==> config.mk <==
export PLATFORM = sky130hd
export DESIGN_NAME = clock_fanout
export DESIGN_NICKNAME = d
export VERILOG_FILES = /design/src/pkg/clock_fanout_pkg.sv /design/src/hdl/rate_synth.sv /design/src/hdl/clock_fanout.sv
export SDC_FILE = /design/constraint.sdc
export NUM_CORES = 1
export LEC_CHECK = 0
export BUFFER_PORTS_ARGS = -buffer_cell sky130_fd_sc_hd__buf_2
export CAP_MARGIN = 20
export CORE_MARGIN = 1.5
export CORE_UTILIZATION = 52
export DETAILED_ROUTE_END_ITERATION = 7
export PLACE_DENSITY = 0.76
export SLEW_MARGIN = 15
export SYNTH_ARGS = -nofsm -noshare
export SYNTH_HDL_FRONTEND = slang
export SYNTH_HIERARCHICAL = 1
export SYNTH_SLANG_ARGS = --single-unit
export TNS_END_PERCENT = 30
==> constraint.sdc <==
create_clock -name clock_i -period 5.4 [get_ports clock_i]
set_input_delay 0.54 -clock clock_i [delete_from_list [all_inputs] [get_ports clock_i]]
set_output_delay 0.54 -clock clock_i [all_outputs]
set_load 0.1 [all_outputs]
==> src/pkg/clock_fanout_pkg.sv <==
// constants, types and ratio decoding for the sixteen output clock fanout
`default_nettype none
package clock_fanout_pkg;

    // register map, byte addresses on the apb bus
    localparam int unsigned APB_ADDR_W = 8;
    localparam logic [7:0] CTRL_OFFSET = 8'h00;
    localparam logic [7:0] STATUS_OFFSET = 8'h04;

    // control field layout and reset values
    localparam int unsigned CTRL_MODE_LSB = 0;
    localparam int unsigned CTRL_RATIO_LSB = 2;
    localparam int unsigned CTRL_W = 5;
    localparam logic [1:0] MODE_RESET = 2'h0;
    localparam logic [2:0] RATIO_RESET = 3'h1;

    // input period measurement, in system clock cycles
    localparam int unsigned PERIOD_W = 16;
    localparam logic [15:0] PERIOD_MAX = 16'hFFFF;

    // synthesiser widths
    localparam int unsigned NUM_W = 4;
    localparam int unsigned DEN_W = 3;
    localparam int unsigned LIMIT_W = PERIOD_W + DEN_W;
    localparam int unsigned ACC_W = LIMIT_W + 1;

    // group sizes
    localparam int unsigned LOW_GROUP_W = 4;
    localparam int unsigned FIXED_GROUP_W = 8;
    localparam int unsigned HIGH_GROUP_W = 4;

    typedef enum logic [1:0] {
        MODE_TRISTATE = 2'b00,
        MODE_TWELVE_FULL = 2'b01,
        MODE_EIGHT_FULL = 2'b10,
        MODE_ALL_FULL = 2'b11
    } output_mode_e;

    // ratio code 000: no synthesis, straight divide by two of the input
    localparam logic [2:0] RATIO_DIVIDER_ONLY = 3'h0;

    typedef struct packed {
        logic [2:0] ratio;
        output_mode_e mode;
    } fanout_ctrl_s;

    typedef struct packed {
        logic half_level;
        logic full_level;
        logic period_valid;
        logic [PERIOD_W-1:0] period;
    } fanout_status_s;

    // output/input ratio as numerator over denominator
    function automatic logic [NUM_W-1:0] ratio_num(input logic [2:0] code);
        unique case (code)
            3'h0: ratio_num = 4'h1;
            3'h1: ratio_num = 4'h1;
            3'h2: ratio_num = 4'h5;
            3'h3: ratio_num = 4'h2;
            3'h4: ratio_num = 4'h5;
            3'h5: ratio_num = 4'hA;
            3'h6: ratio_num = 4'h4;
            3'h7: ratio_num = 4'h5;
        endcase
    endfunction

    function automatic logic [DEN_W-1:0] ratio_den(input logic [2:0] code);
        unique case (code)
            3'h0: ratio_den = 3'h2;
            3'h1: ratio_den = 3'h1;
            3'h2: ratio_den = 3'h4;
            3'h3: ratio_den = 3'h1;
            3'h4: ratio_den = 3'h2;
            3'h5: ratio_den = 3'h3;
            3'h6: ratio_den = 3'h1;
            3'h7: ratio_den = 3'h1;
        endcase
    endfunction

endpackage
`default_nettype wire

==> src/hdl/rate_synth.sv <==
// full-rate clock synthesiser: phase accumulator locked to input rising edges
`timescale 1ns/1ps
`default_nettype none
module rate_synth
    import clock_fanout_pkg::*;
(
    input wire logic clock_i,
    input wire logic resetn_i,
    input wire logic in_rise_i,
    input wire logic [PERIOD_W-1:0] period_i,
    input wire logic period_valid_i,
    input wire logic [2:0] ratio_i,
    output logic full_o,
    output logic full_rise_o
);

    logic [ACC_W-1:0] acc;
    logic level;
    logic rise;
    logic bypass_level;
    logic [DEN_W-1:0] rise_cnt;

    wire logic bypass = (ratio_i == RATIO_DIVIDER_ONLY);
    wire logic [LIMIT_W-1:0] limit = LIMIT_W'(ratio_den(ratio_i)) * LIMIT_W'(period_i);
    wire logic [ACC_W-1:0] step = ACC_W'({ratio_num(ratio_i), 1'b0});
    wire logic [ACC_W-1:0] acc_sum = acc + step;
    wire logic wrap = (acc_sum >= ACC_W'(limit));
    wire logic [ACC_W-1:0] next_acc = wrap ? acc_sum - ACC_W'(limit) : acc_sum;
    wire logic [DEN_W-1:0] den = ratio_den(ratio_i);
    // output and input edges meet only once every den input periods, so realign only then;
    // realigning on every input edge would clip fractional ratios
    wire logic align = in_rise_i && (rise_cnt == 3'h0);
    wire logic [DEN_W-1:0] next_rise_cnt = (rise_cnt >= den - 3'h1) ? 3'h0 : rise_cnt + 3'h1;
    wire logic next_level = align ? 1'b1 : (wrap ? ~level : level);

    always_ff @(posedge clock_i) begin
        if (!resetn_i) begin
            bypass_level <= 1'b0;
        end else if (in_rise_i) begin
            bypass_level <= ~bypass_level;
        end
    end

    always_ff @(posedge clock_i) begin
        if (!resetn_i || !period_valid_i) begin
            acc <= '0;
            level <= 1'b0;
            rise_cnt <= 3'h0;
        end else begin
            acc <= align ? '0 : next_acc;
            level <= next_level;
            rise_cnt <= in_rise_i ? next_rise_cnt : rise_cnt;
        end
    end

    wire logic synth_level = bypass ? bypass_level : level;
    wire logic next_synth = bypass ? (in_rise_i ? ~bypass_level : bypass_level)
                                   : (period_valid_i ? next_level : 1'b0);

    always_ff @(posedge clock_i) begin
        if (!resetn_i) begin
            rise <= 1'b0;
        end else begin
            rise <= next_synth & ~synth_level;
        end
    end

    assign full_o = synth_level;
    assign full_rise_o = rise;

endmodule // rate_synth
`default_nettype wire

==> src/hdl/clock_fanout.sv <==
// sixteen output clock fanout with mode and ratio control over apb
//
// Contract
// - mode bits choose tri-state or one of the full/half output groupings.
// - mode 11 drives all sixteen outputs at full rate.
// - mode 01: outputs 1-12 full rate, 13-16 half rate.
// - mode 10: outputs 5-12 full rate, 1-4 and 13-16 half rate.
// - mode 00 floats every clock output and the reference output.
// - outputs 5-12 always full rate unless floated.
// - outputs 1-4 full or half rate by mode.
// - outputs 13-16 full or half rate by mode.
// - reference output is a buffered copy of the input clock.
// - ratio code 000..111 gives 0.5, 1, 1.25, 2, 2.5, 3.333, 4, 5.
// - ratio code 000 divides the input by two without synthesis.
`timescale 1ns/1ps
`default_nettype none
module clock_fanout
    import clock_fanout_pkg::*;
(
    input wire logic clock_i,
    input wire logic resetn_i,
    input wire logic psel_i,
    input wire logic penable_i,
    input wire logic pwrite_i,
    input wire logic [APB_ADDR_W-1:0] paddr_i,
    input wire logic [31:0] pwdata_i,
    input wire logic [3:0] pstrb_i,
    output logic [31:0] prdata_o,
    output logic pready_o,
    output logic pslverr_o,
    input wire logic crystal_or_clock_in_i,
    output logic crystal_drive_out_o,
    output logic ref_o,
    output logic ref_oe_o,
    output logic [LOW_GROUP_W-1:0] switchable_group_low_o,
    output logic [LOW_GROUP_W-1:0] switchable_group_low_oe_o,
    output logic [FIXED_GROUP_W-1:0] fixed_full_rate_group_o,
    output logic [FIXED_GROUP_W-1:0] fixed_full_rate_group_oe_o,
    output logic [HIGH_GROUP_W-1:0] switchable_group_high_o,
    output logic [HIGH_GROUP_W-1:0] switchable_group_high_oe_o
);

    fanout_ctrl_s ctrl;
    fanout_status_s status;
    logic [31:0] rdata;
    logic in_prev;
    logic [PERIOD_W-1:0] count;
    logic [PERIOD_W-1:0] period;
    logic period_valid;
    logic half_level;
    logic ref_level;
    logic [LOW_GROUP_W-1:0] low_q;
    logic [FIXED_GROUP_W-1:0] fixed_q;
    logic [HIGH_GROUP_W-1:0] high_q;
    logic drive_q;
    logic full_level;
    logic full_rise;
    logic full_d;

    // apb decode
    wire logic setup = psel_i & ~penable_i;
    wire logic access = psel_i & penable_i;
    wire logic hit_ctrl = (paddr_i == CTRL_OFFSET);
    wire logic hit_status = (paddr_i == STATUS_OFFSET);
    wire logic hit = hit_ctrl | hit_status;
    wire logic ctrl_write = access & pwrite_i & hit_ctrl & pstrb_i[0];
    wire logic [31:0] next_rdata = hit_ctrl ? 32'(ctrl) : (hit_status ? 32'(status) : 32'h0);

    // zero wait states; unmapped addresses answer with an error
    assign pready_o = 1'b1;
    assign pslverr_o = access & ~hit;
    assign prdata_o = rdata;

    always_ff @(posedge clock_i) begin
        if (!resetn_i) begin
            ctrl <= '{ratio: RATIO_RESET, mode: output_mode_e'(MODE_RESET)};
        end else if (ctrl_write) begin
            ctrl <= fanout_ctrl_s'(pwdata_i[CTRL_W-1:0]);
        end
    end

    // read data captured in setup so it stands through the access phase
    always_ff @(posedge clock_i) begin
        if (!resetn_i) begin
            rdata <= 32'h0;
        end else if (setup) begin
            rdata <= next_rdata;
        end
    end

    // input edge detection and period measurement
    wire logic in_rise = crystal_or_clock_in_i & ~in_prev;
    wire logic [PERIOD_W-1:0] next_count = (count == PERIOD_MAX) ? count : count + 16'h1;

    always_ff @(posedge clock_i) begin
        if (!resetn_i) begin
            in_prev <= 1'b0;
            count <= '0;
            period <= '0;
            period_valid <= 1'b0;
        end else begin
            in_prev <= crystal_or_clock_in_i;
            count <= in_rise ? 16'h1 : next_count;
            if (in_rise) begin
                period <= count;
                period_valid <= (count != 16'h0) && (count != PERIOD_MAX);
            end
        end
    end

    rate_synth u_rate_synth (
        .clock_i(clock_i),
        .resetn_i(resetn_i),
        .in_rise_i(in_rise),
        .period_i(period),
        .period_valid_i(period_valid),
        .ratio_i(ctrl.ratio),
        .full_o(full_level),
        .full_rise_o(full_rise)
    );

    always_ff @(posedge clock_i) begin
        if (!resetn_i) begin
            half_level <= 1'b0;
            full_d <= 1'b0;
        end else begin
            // full delayed one cycle so half edges land on full edges
            full_d <= full_level;
            if (full_rise) begin
                half_level <= ~half_level;
            end
        end
    end

    assign status = '{half_level: half_level, full_level: full_level,
                      period_valid: period_valid, period: period};

    wire logic outputs_on = (ctrl.mode != MODE_TRISTATE);
    wire logic low_full = (ctrl.mode == MODE_ALL_FULL) || (ctrl.mode == MODE_TWELVE_FULL);
    wire logic high_full = (ctrl.mode == MODE_ALL_FULL);

    wire logic low_level = low_full ? full_d : half_level;
    wire logic high_level = high_full ? full_d : half_level;

    // data outputs registered so all groups see one equal delay
    always_ff @(posedge clock_i) begin
        if (!resetn_i) begin
            low_q <= '0;
            fixed_q <= '0;
            high_q <= '0;
            ref_level <= 1'b0;
            drive_q <= 1'b0;
        end else begin
            low_q <= {LOW_GROUP_W{low_level}};
            fixed_q <= {FIXED_GROUP_W{full_d}};
            high_q <= {HIGH_GROUP_W{high_level}};
            ref_level <= crystal_or_clock_in_i;
            drive_q <= ~crystal_or_clock_in_i;
        end
    end

    assign switchable_group_low_o = low_q;
    assign fixed_full_rate_group_o = fixed_q;
    assign switchable_group_high_o = high_q;
    assign ref_o = ref_level;
    assign crystal_drive_out_o = drive_q;

    assign switchable_group_low_oe_o = {LOW_GROUP_W{outputs_on}};
    assign fixed_full_rate_group_oe_o = {FIXED_GROUP_W{outputs_on}};
    assign switchable_group_high_oe_o = {HIGH_GROUP_W{outputs_on}};
    assign ref_oe_o = outputs_on;

endmodule // clock_fanout
`default_nettype wire

Yosys cells after proc, flatten, opt, wreduce, memory -nomap -nowiden
Memory sizes are Yosys's and may differ from the RTL's. A register that Yosys moved wholly into a read port is not among the register bits. Index checks and enable logic that the tools add are counted. Widths: inputs -> output; s select.

Flip-flop bits (word level): 103. Bits in latches: 0. Memory bits (writable): 0. Memory bits (read-only): 80. Input bits: 50. Memories: 3.

Memory list: (no name shown) (words 8, width 4, rd ports 1, clocked after memory_dff 1, wr ports 0, line clock_fanout_pkg.sv:56) `unique case (code)`; (no name shown) (words 8, width 3, rd ports 1, clocked after memory_dff 1, wr ports 0, line clock_fanout_pkg.sv:69) `unique case (code)`; (no name shown) (words 8, width 3, rd ports 1, clocked after memory_dff 1, wr ports 0, line clock_fanout_pkg.sv:69).

Add/subtract/negate cells: 5. $mul: 1. Divide/modulo/power cells: 0. Magnitude comparators: 2. Eq/ne operators: 6. Shift operators: 0. Mux-type cells: 20. Bitwise operators: 18. Reduce and logical (&&, ||, !) cells: 13.

Operators with widths (count): $mux 19 (2); $mux 3 (7); $add 20x5->20 (1); $ge 20x19->1 (1); $mux 20 (1); $sub 20x19->20 (1); $mul 3x16->19 (1); $add 16x1->16 const B (1); $eq 16x16->1 const B (1); $ne 16x16->1 const B (1); $reduce_bool 16->1 (1); $mux 1 (10); $not 1->1 (9); $and 1x1->1 (8); $eq 8x3->1 const B (1); $logic_not 8->1 (1); $logic_not 3->1 (2); $reduce_or 2->1 (2); $add 3x1->3 const B (1); $ge 3x3->1 (1); $sub 3x1->3 const B (1); $eq 2x1->1 const B (1); $eq 2x2->1 const B (1); $logic_and 1x1->1 (2); other kinds (5) (7).

Depth between registers and ports, before layout
Word-level depth: 7. Mapped depth: 25. Mapped depth without buffers: 23.

By module
Netlist, hierarchy kept.

By module, submodules not included: rate_synth (times used 1, cells each 513, area each 4011.3 um^2, seq. area each 520.5 um^2); clock_fanout (times used 1, cells each 342, area each 3062.9 um^2, seq. area each 1281.2 um^2).

Least setup slack after synthesis
OpenSTA, ideal clock, no wires.

Path type: flip-flop to flip-flop. Start: register, netlist name ctrl[2]. End: register u_rate_synth.acc[3]. Library setup time: 0.128 ns. Data arrival time: 5.087 ns. Data required time: 5.272 ns. Slack: 0.185 ns. Stages on the path, launching flop included: 26. Path buffers: 3. Period minus slack after synthesis: 5.215 ns. Cells stage by stage: dfxtp_1 inv_1 ha_1 nor2b_1 a21o_1 clkbuf_1 nand2_1 fa_1 inv_1 ha_1 o21a_1 o21ai_0 a21oi_1 a31oi_2 mux2i_1 a2111oi_0 ha_1 a21oi_1 o21ai_0 a21o_1 o31ai_2 and4bb_1 buf_6 buf_12 mux2i_1 nor2_1.

RTL lines: end signal: assignment (line rate_synth.sv:50) `acc <= align ? '0 : next_acc;`; end: declaration (line rate_synth.sv:17) `logic [ACC_W-1:0] acc;`.

Worst setup path after layout
Start: register ctrl[2] (netlist bit). End: register u_rate_synth.rise (netlist: u_rate_synth/full_rise_o).

Longest elaborated chain between the ends: 4. Elaborated cells on any way between the ends: 5. Those cells by class: 2 x mux; 2 x bitwise; 1 x reduce/logical.

Ends and longest elaborated chain: start: declaration (line clock_fanout.sv:43) `fanout_ctrl_s ctrl;`; start signal: assignment (line clock_fanout.sv:76) `ctrl <= '{ratio: RATIO_RESET, mode: output_mode_e'(MODE_RESET)};`; start signal: assignment (line clock_fanout.sv:78) `ctrl <= fanout_ctrl_s'(pwdata_i[CTRL_W-1:0]);`; $logic_not 3->1 * (line rate_synth.sv:23) `wire logic bypass = (ratio_i == RATIO_DIVIDER_ONLY);`; $mux 1 (line rate_synth.sv:56) `wire logic synth_level = bypass ? bypass_level : level;`; $not 1->1 (line rate_synth.sv:64) `rise <= next_synth & ~synth_level;`; $and 1x1->1 * (line rate_synth.sv:64); end signal: assignment (line rate_synth.sv:64); end: declaration (line rate_synth.sv:19) `logic rise;`.

Every way passes the cells marked *; elsewhere a longest branch is shown, timed or not. A chain may end at the register's enable or synchronous reset.

==> summary.md <==
| Metric | Value |
|---|---|
| Vias in the first global route | 5396 |
| CTS buffer count | 9 |
| CTS tree | yes |
| Max Clock Skew | 0.00560 ns |
| Number of synthesized flops with an enable pin | 0 |
| Area fraction in compound gates after synthesis | 0.174 |
| Yosys cell types | 69 |
| Ports | 119 |
| Largest family of logic cells by synthesized area | simple AND/OR/NAND/NOR gates |
| Worst-margin pin slew | 1.03 ns |
| Filler Cells Inserted | 1242 |
| Initial antenna violation count | 0 |
| Setup CP Type | reg2reg |
| Crit path max fanout | 11 |
| Worst skew pair latency | 0.35 ns |
| Area Growth Syn to Fin | 12.2% |
| Share of layout cells above drive strength 1 | 0.183 |
| Status | finished, final reports clean |
| Max_cap viols | 0 |
| Drt first pass iters | 5 |
| Pins Over Slew Limit | 0 |
| CP startpoint kind | flop |
| DRC | 0 |
| Die height | 120 um |
| Post-Syn Area | 0.00707 mm2 |
| Largest net degree at the start of global routing | 58 |
| DR vias/cell | 5.44 |
| Core Region | 0.0132 mm2 |
| Overall Global Routing Usage | 0.211 |
| DP HPWL | 11200 um |
| Setup TNS | 0 ns |
| P per Cell Area | 197 mW/mm2 |
| H-tree Lvls | 3 |
| Min Hold Slack | 0.376 ns |
| Synth top area cells | dfxtp_1 (25%), ha_1 (9.9%), nand2_1 (5.7%) |
| First-pass GRT wire length | 24800 um |
| Post-CTS Hold Buffers | 0 |
| Synth Area in XOR/XNOR | 0.0619 |
| Seq/Total Area, Yosys | 0.255 |
| Commonest cells in the netlist | nand2_1 (108), dfxtp_1 (90), inv_1 (58) |
| Starting density of the core | 0.534 |
| Top cell type's share of synthesized area | 0.255 |
| CTS max path bufs | 2 |
| Fin cells | 1095 |
| Slowest cell on the critical path | fa_1 |
| Core Util, Final | 0.600 |
| Die ar. | 0.0143 mm2 |
| Largest stage delay, worst path | 0.47 ns |
| Tmin final | 5.14 ns |
| Simple-gate area share of the yosys netlist | 0.218 |
| Synth Warn # | 6 |
| Multiplexer area fraction after synthesis | 0.0421 |
| Number of nets with antenna violations after routing | 0 |
| PortBufs | 74 |
| Post-DP Area | 0.00750 mm2 |
| Biggest area consumer among synthesized cells | dfxtp_1 |
| # diodes | 0 |
| LEAKAGE | 0.00356 uW |
| RePlAce Congestion | 0.888 |
| Via count | 5961 |
| WL/cell | 13.9 um |
| Syn Inst Count | 855 |
| Required @ worst endpoint | 5.69 ns |
| Cell Rows | 42 |
| Chip width | 120 um |
| Design area | 0.00794 mm2 |
| Async SR Flop Fraction | 0 |
| Max_slew headroom | 0.312 |
| Final setup violation count | 0 |
| Fin. Hold Viols | 0 |
| Reg clk slew, reported paths | 0.07 ns |
| Crit path arrival time | 5.44 ns |
| Period utilization | 0.952 |
| Worst IR Drop VDD | 0.229 mV |
| Main flop type after synthesis | dfxtp_1 |
| Worst min path class | in2reg |
| First-iteration detailed-routing DRC count | 306 |
| Avg Synthesized Cell Area | 8.27 um2 |
| Critical Path Sink Type | flop |
| GRT overflow | 0 |
| Post-Synth Adder-Cell Area | 0.147 |
| Critical-path cell list | inv_1 > ha_1 > nor2b_2 > a21o_1 > and2_1 > fa_1 > ha_2 > fa_2 > a21o_1 > a21oi_2 > o21a_1 > o21ai_0 > a21oi_1 > xor2_1 > ha_1 > and4_4 > nand3_2 > a211oi_2 > o31ai_4 > and4bb_4 > clkbuf_16 > a2111oi_2 > a41o_1 |
| Most common cell in the synthesized netlist | nand2_1 |
| Final wirelength | 15200 um |
| Clk sink count | 90 |
| FMAX | 194 MHz |
| Placed cells | 1076 |
| Yosys reg bits | 90 |
| Final net count | 1038 |
| Root Driver | clkbuf_16 |
-- timing repair --
action                     CTS  global route
cloned                       0             2
pin swaps                    0             9
buffers inserted             0             2
setup endpoints to repair    4            22
gates resized for setup      3            22
-- kinds of logic (layout without fill, tap and decap cells) --
logic type / count (synthesis) / in the layout
other: 2 / 14
adders and majority gates: 73 / 73
xor gates and xnor gates: 50 / 50
DFF: 90 / 90
muxes: 29 / 29
and+or+nand+nor: 298 / 298
buffers and inverters: 134 / 186
AOI/OAI and AO/OA: 179 / 179
-- per-layer routing --
metal	vias up	track usage	share of wire
li1	3042	-	-
met1	2788	0.276	0.45
met2	106	0.350	0.49
met3	25	0.0371	0.036
met4	0	0.0759	0.019
met5	-	0	0
-- power breakdown --
group	leakage [uW]	internal [uW]	switching (uW)
Sequential	0.000727	672	7.93
Combinational	0.00270	102	178
Clock	0.000126	315	291
-- critical path: cells and delay by family (launching register included) --
family / cells / cell delay (ns)
AO/OA/AOI/OAI: 10 / 1.93
adder cells (fa/ha/maj): 5 / 1.54
AND/OR/NAND/NOR: 5 / 0.94
flip-flops: 1 / 0.33
buffers and inverters: 2 / 0.26
XOR/XNOR: 1 / 0.09
-- cell type report --
| cell class | instances | area [um2] | area share |
|---|---|---|---|
| multi-input combinational | 643 | 4700 | 0.592 |
| sequential | 90 | 1800 | 0.227 |
| timing repair buffer | 112 | 716 | 0.0901 |
| clock buffer | 9 | 225 | 0.0284 |
| inverter | 59 | 221 | 0.0279 |
| tap | 176 | 220 | 0.0277 |
| clock inverter | 6 | 51.3 | 0.00646 |
-- path summary, 6_finish.rpt --
check	start	to	slack (ns)	depth (start not counted)
worst max register to register	ctrl[2]	u_rate_synth/full_rise_o	0.26	23
worst min register to register	u_rate_synth/acc[0]	u_rate_synth/acc[0]	0.49	2
worst max-delay path	ctrl[2]	u_rate_synth/full_rise_o	0.26	23
worst min-delay path	crystal_or_clock_in_i	crystal_drive_out_o	0.38	2
-- cell usage in the layout (no fill, tap or decap), types with 9 or more instances in the layout --
cell type,count
nand2_1,108
dfxtp_1,89
buf_2,74
inv_1,57
ha_1,54
a21oi_1,42
nor2_1,36
buf_4,34
nor2b_1,32
xnor2_1,26
xor2_1,24
mux2i_1,23
o21ai_0,22
a21boi_0,21
a22oi_1,19
and2_1,19
nand3_1,18
nand4_1,16
fa_1,16
conb_1,14
nor3_1,12
clkbuf_16,11
o21a_1,11
a21o_1,10
nor4_1,9
-- flip-flops by register name, indices dropped and copies added (netlist names) --
register	flops
u_rate_synth/acc	20
u_rate_synth/level	1
u_rate_synth/rise_cnt	3
switchable_group_low_o	1
ctrl	5
prdata_o	19
switchable_group_high_o	1
ref_o	1
crystal_drive_out_o	1
period_valid	1
period	16
full_d	1
half_level	1
u_rate_synth/bypass_level	1
count	16
fixed_full_rate_group_o	1
u_rate_synth/full_rise_o	1
-- stage by stage --
stage	power [uW]	setup WS [ns]
final	1570	0.257
after global routing	1620	-0.0429
after CTS	1550	0.0343
after detailed placement	948	0.0470
after global placement	945	0.0893
after floorplan	914	0.185
(Power assumes the default switching activity.)
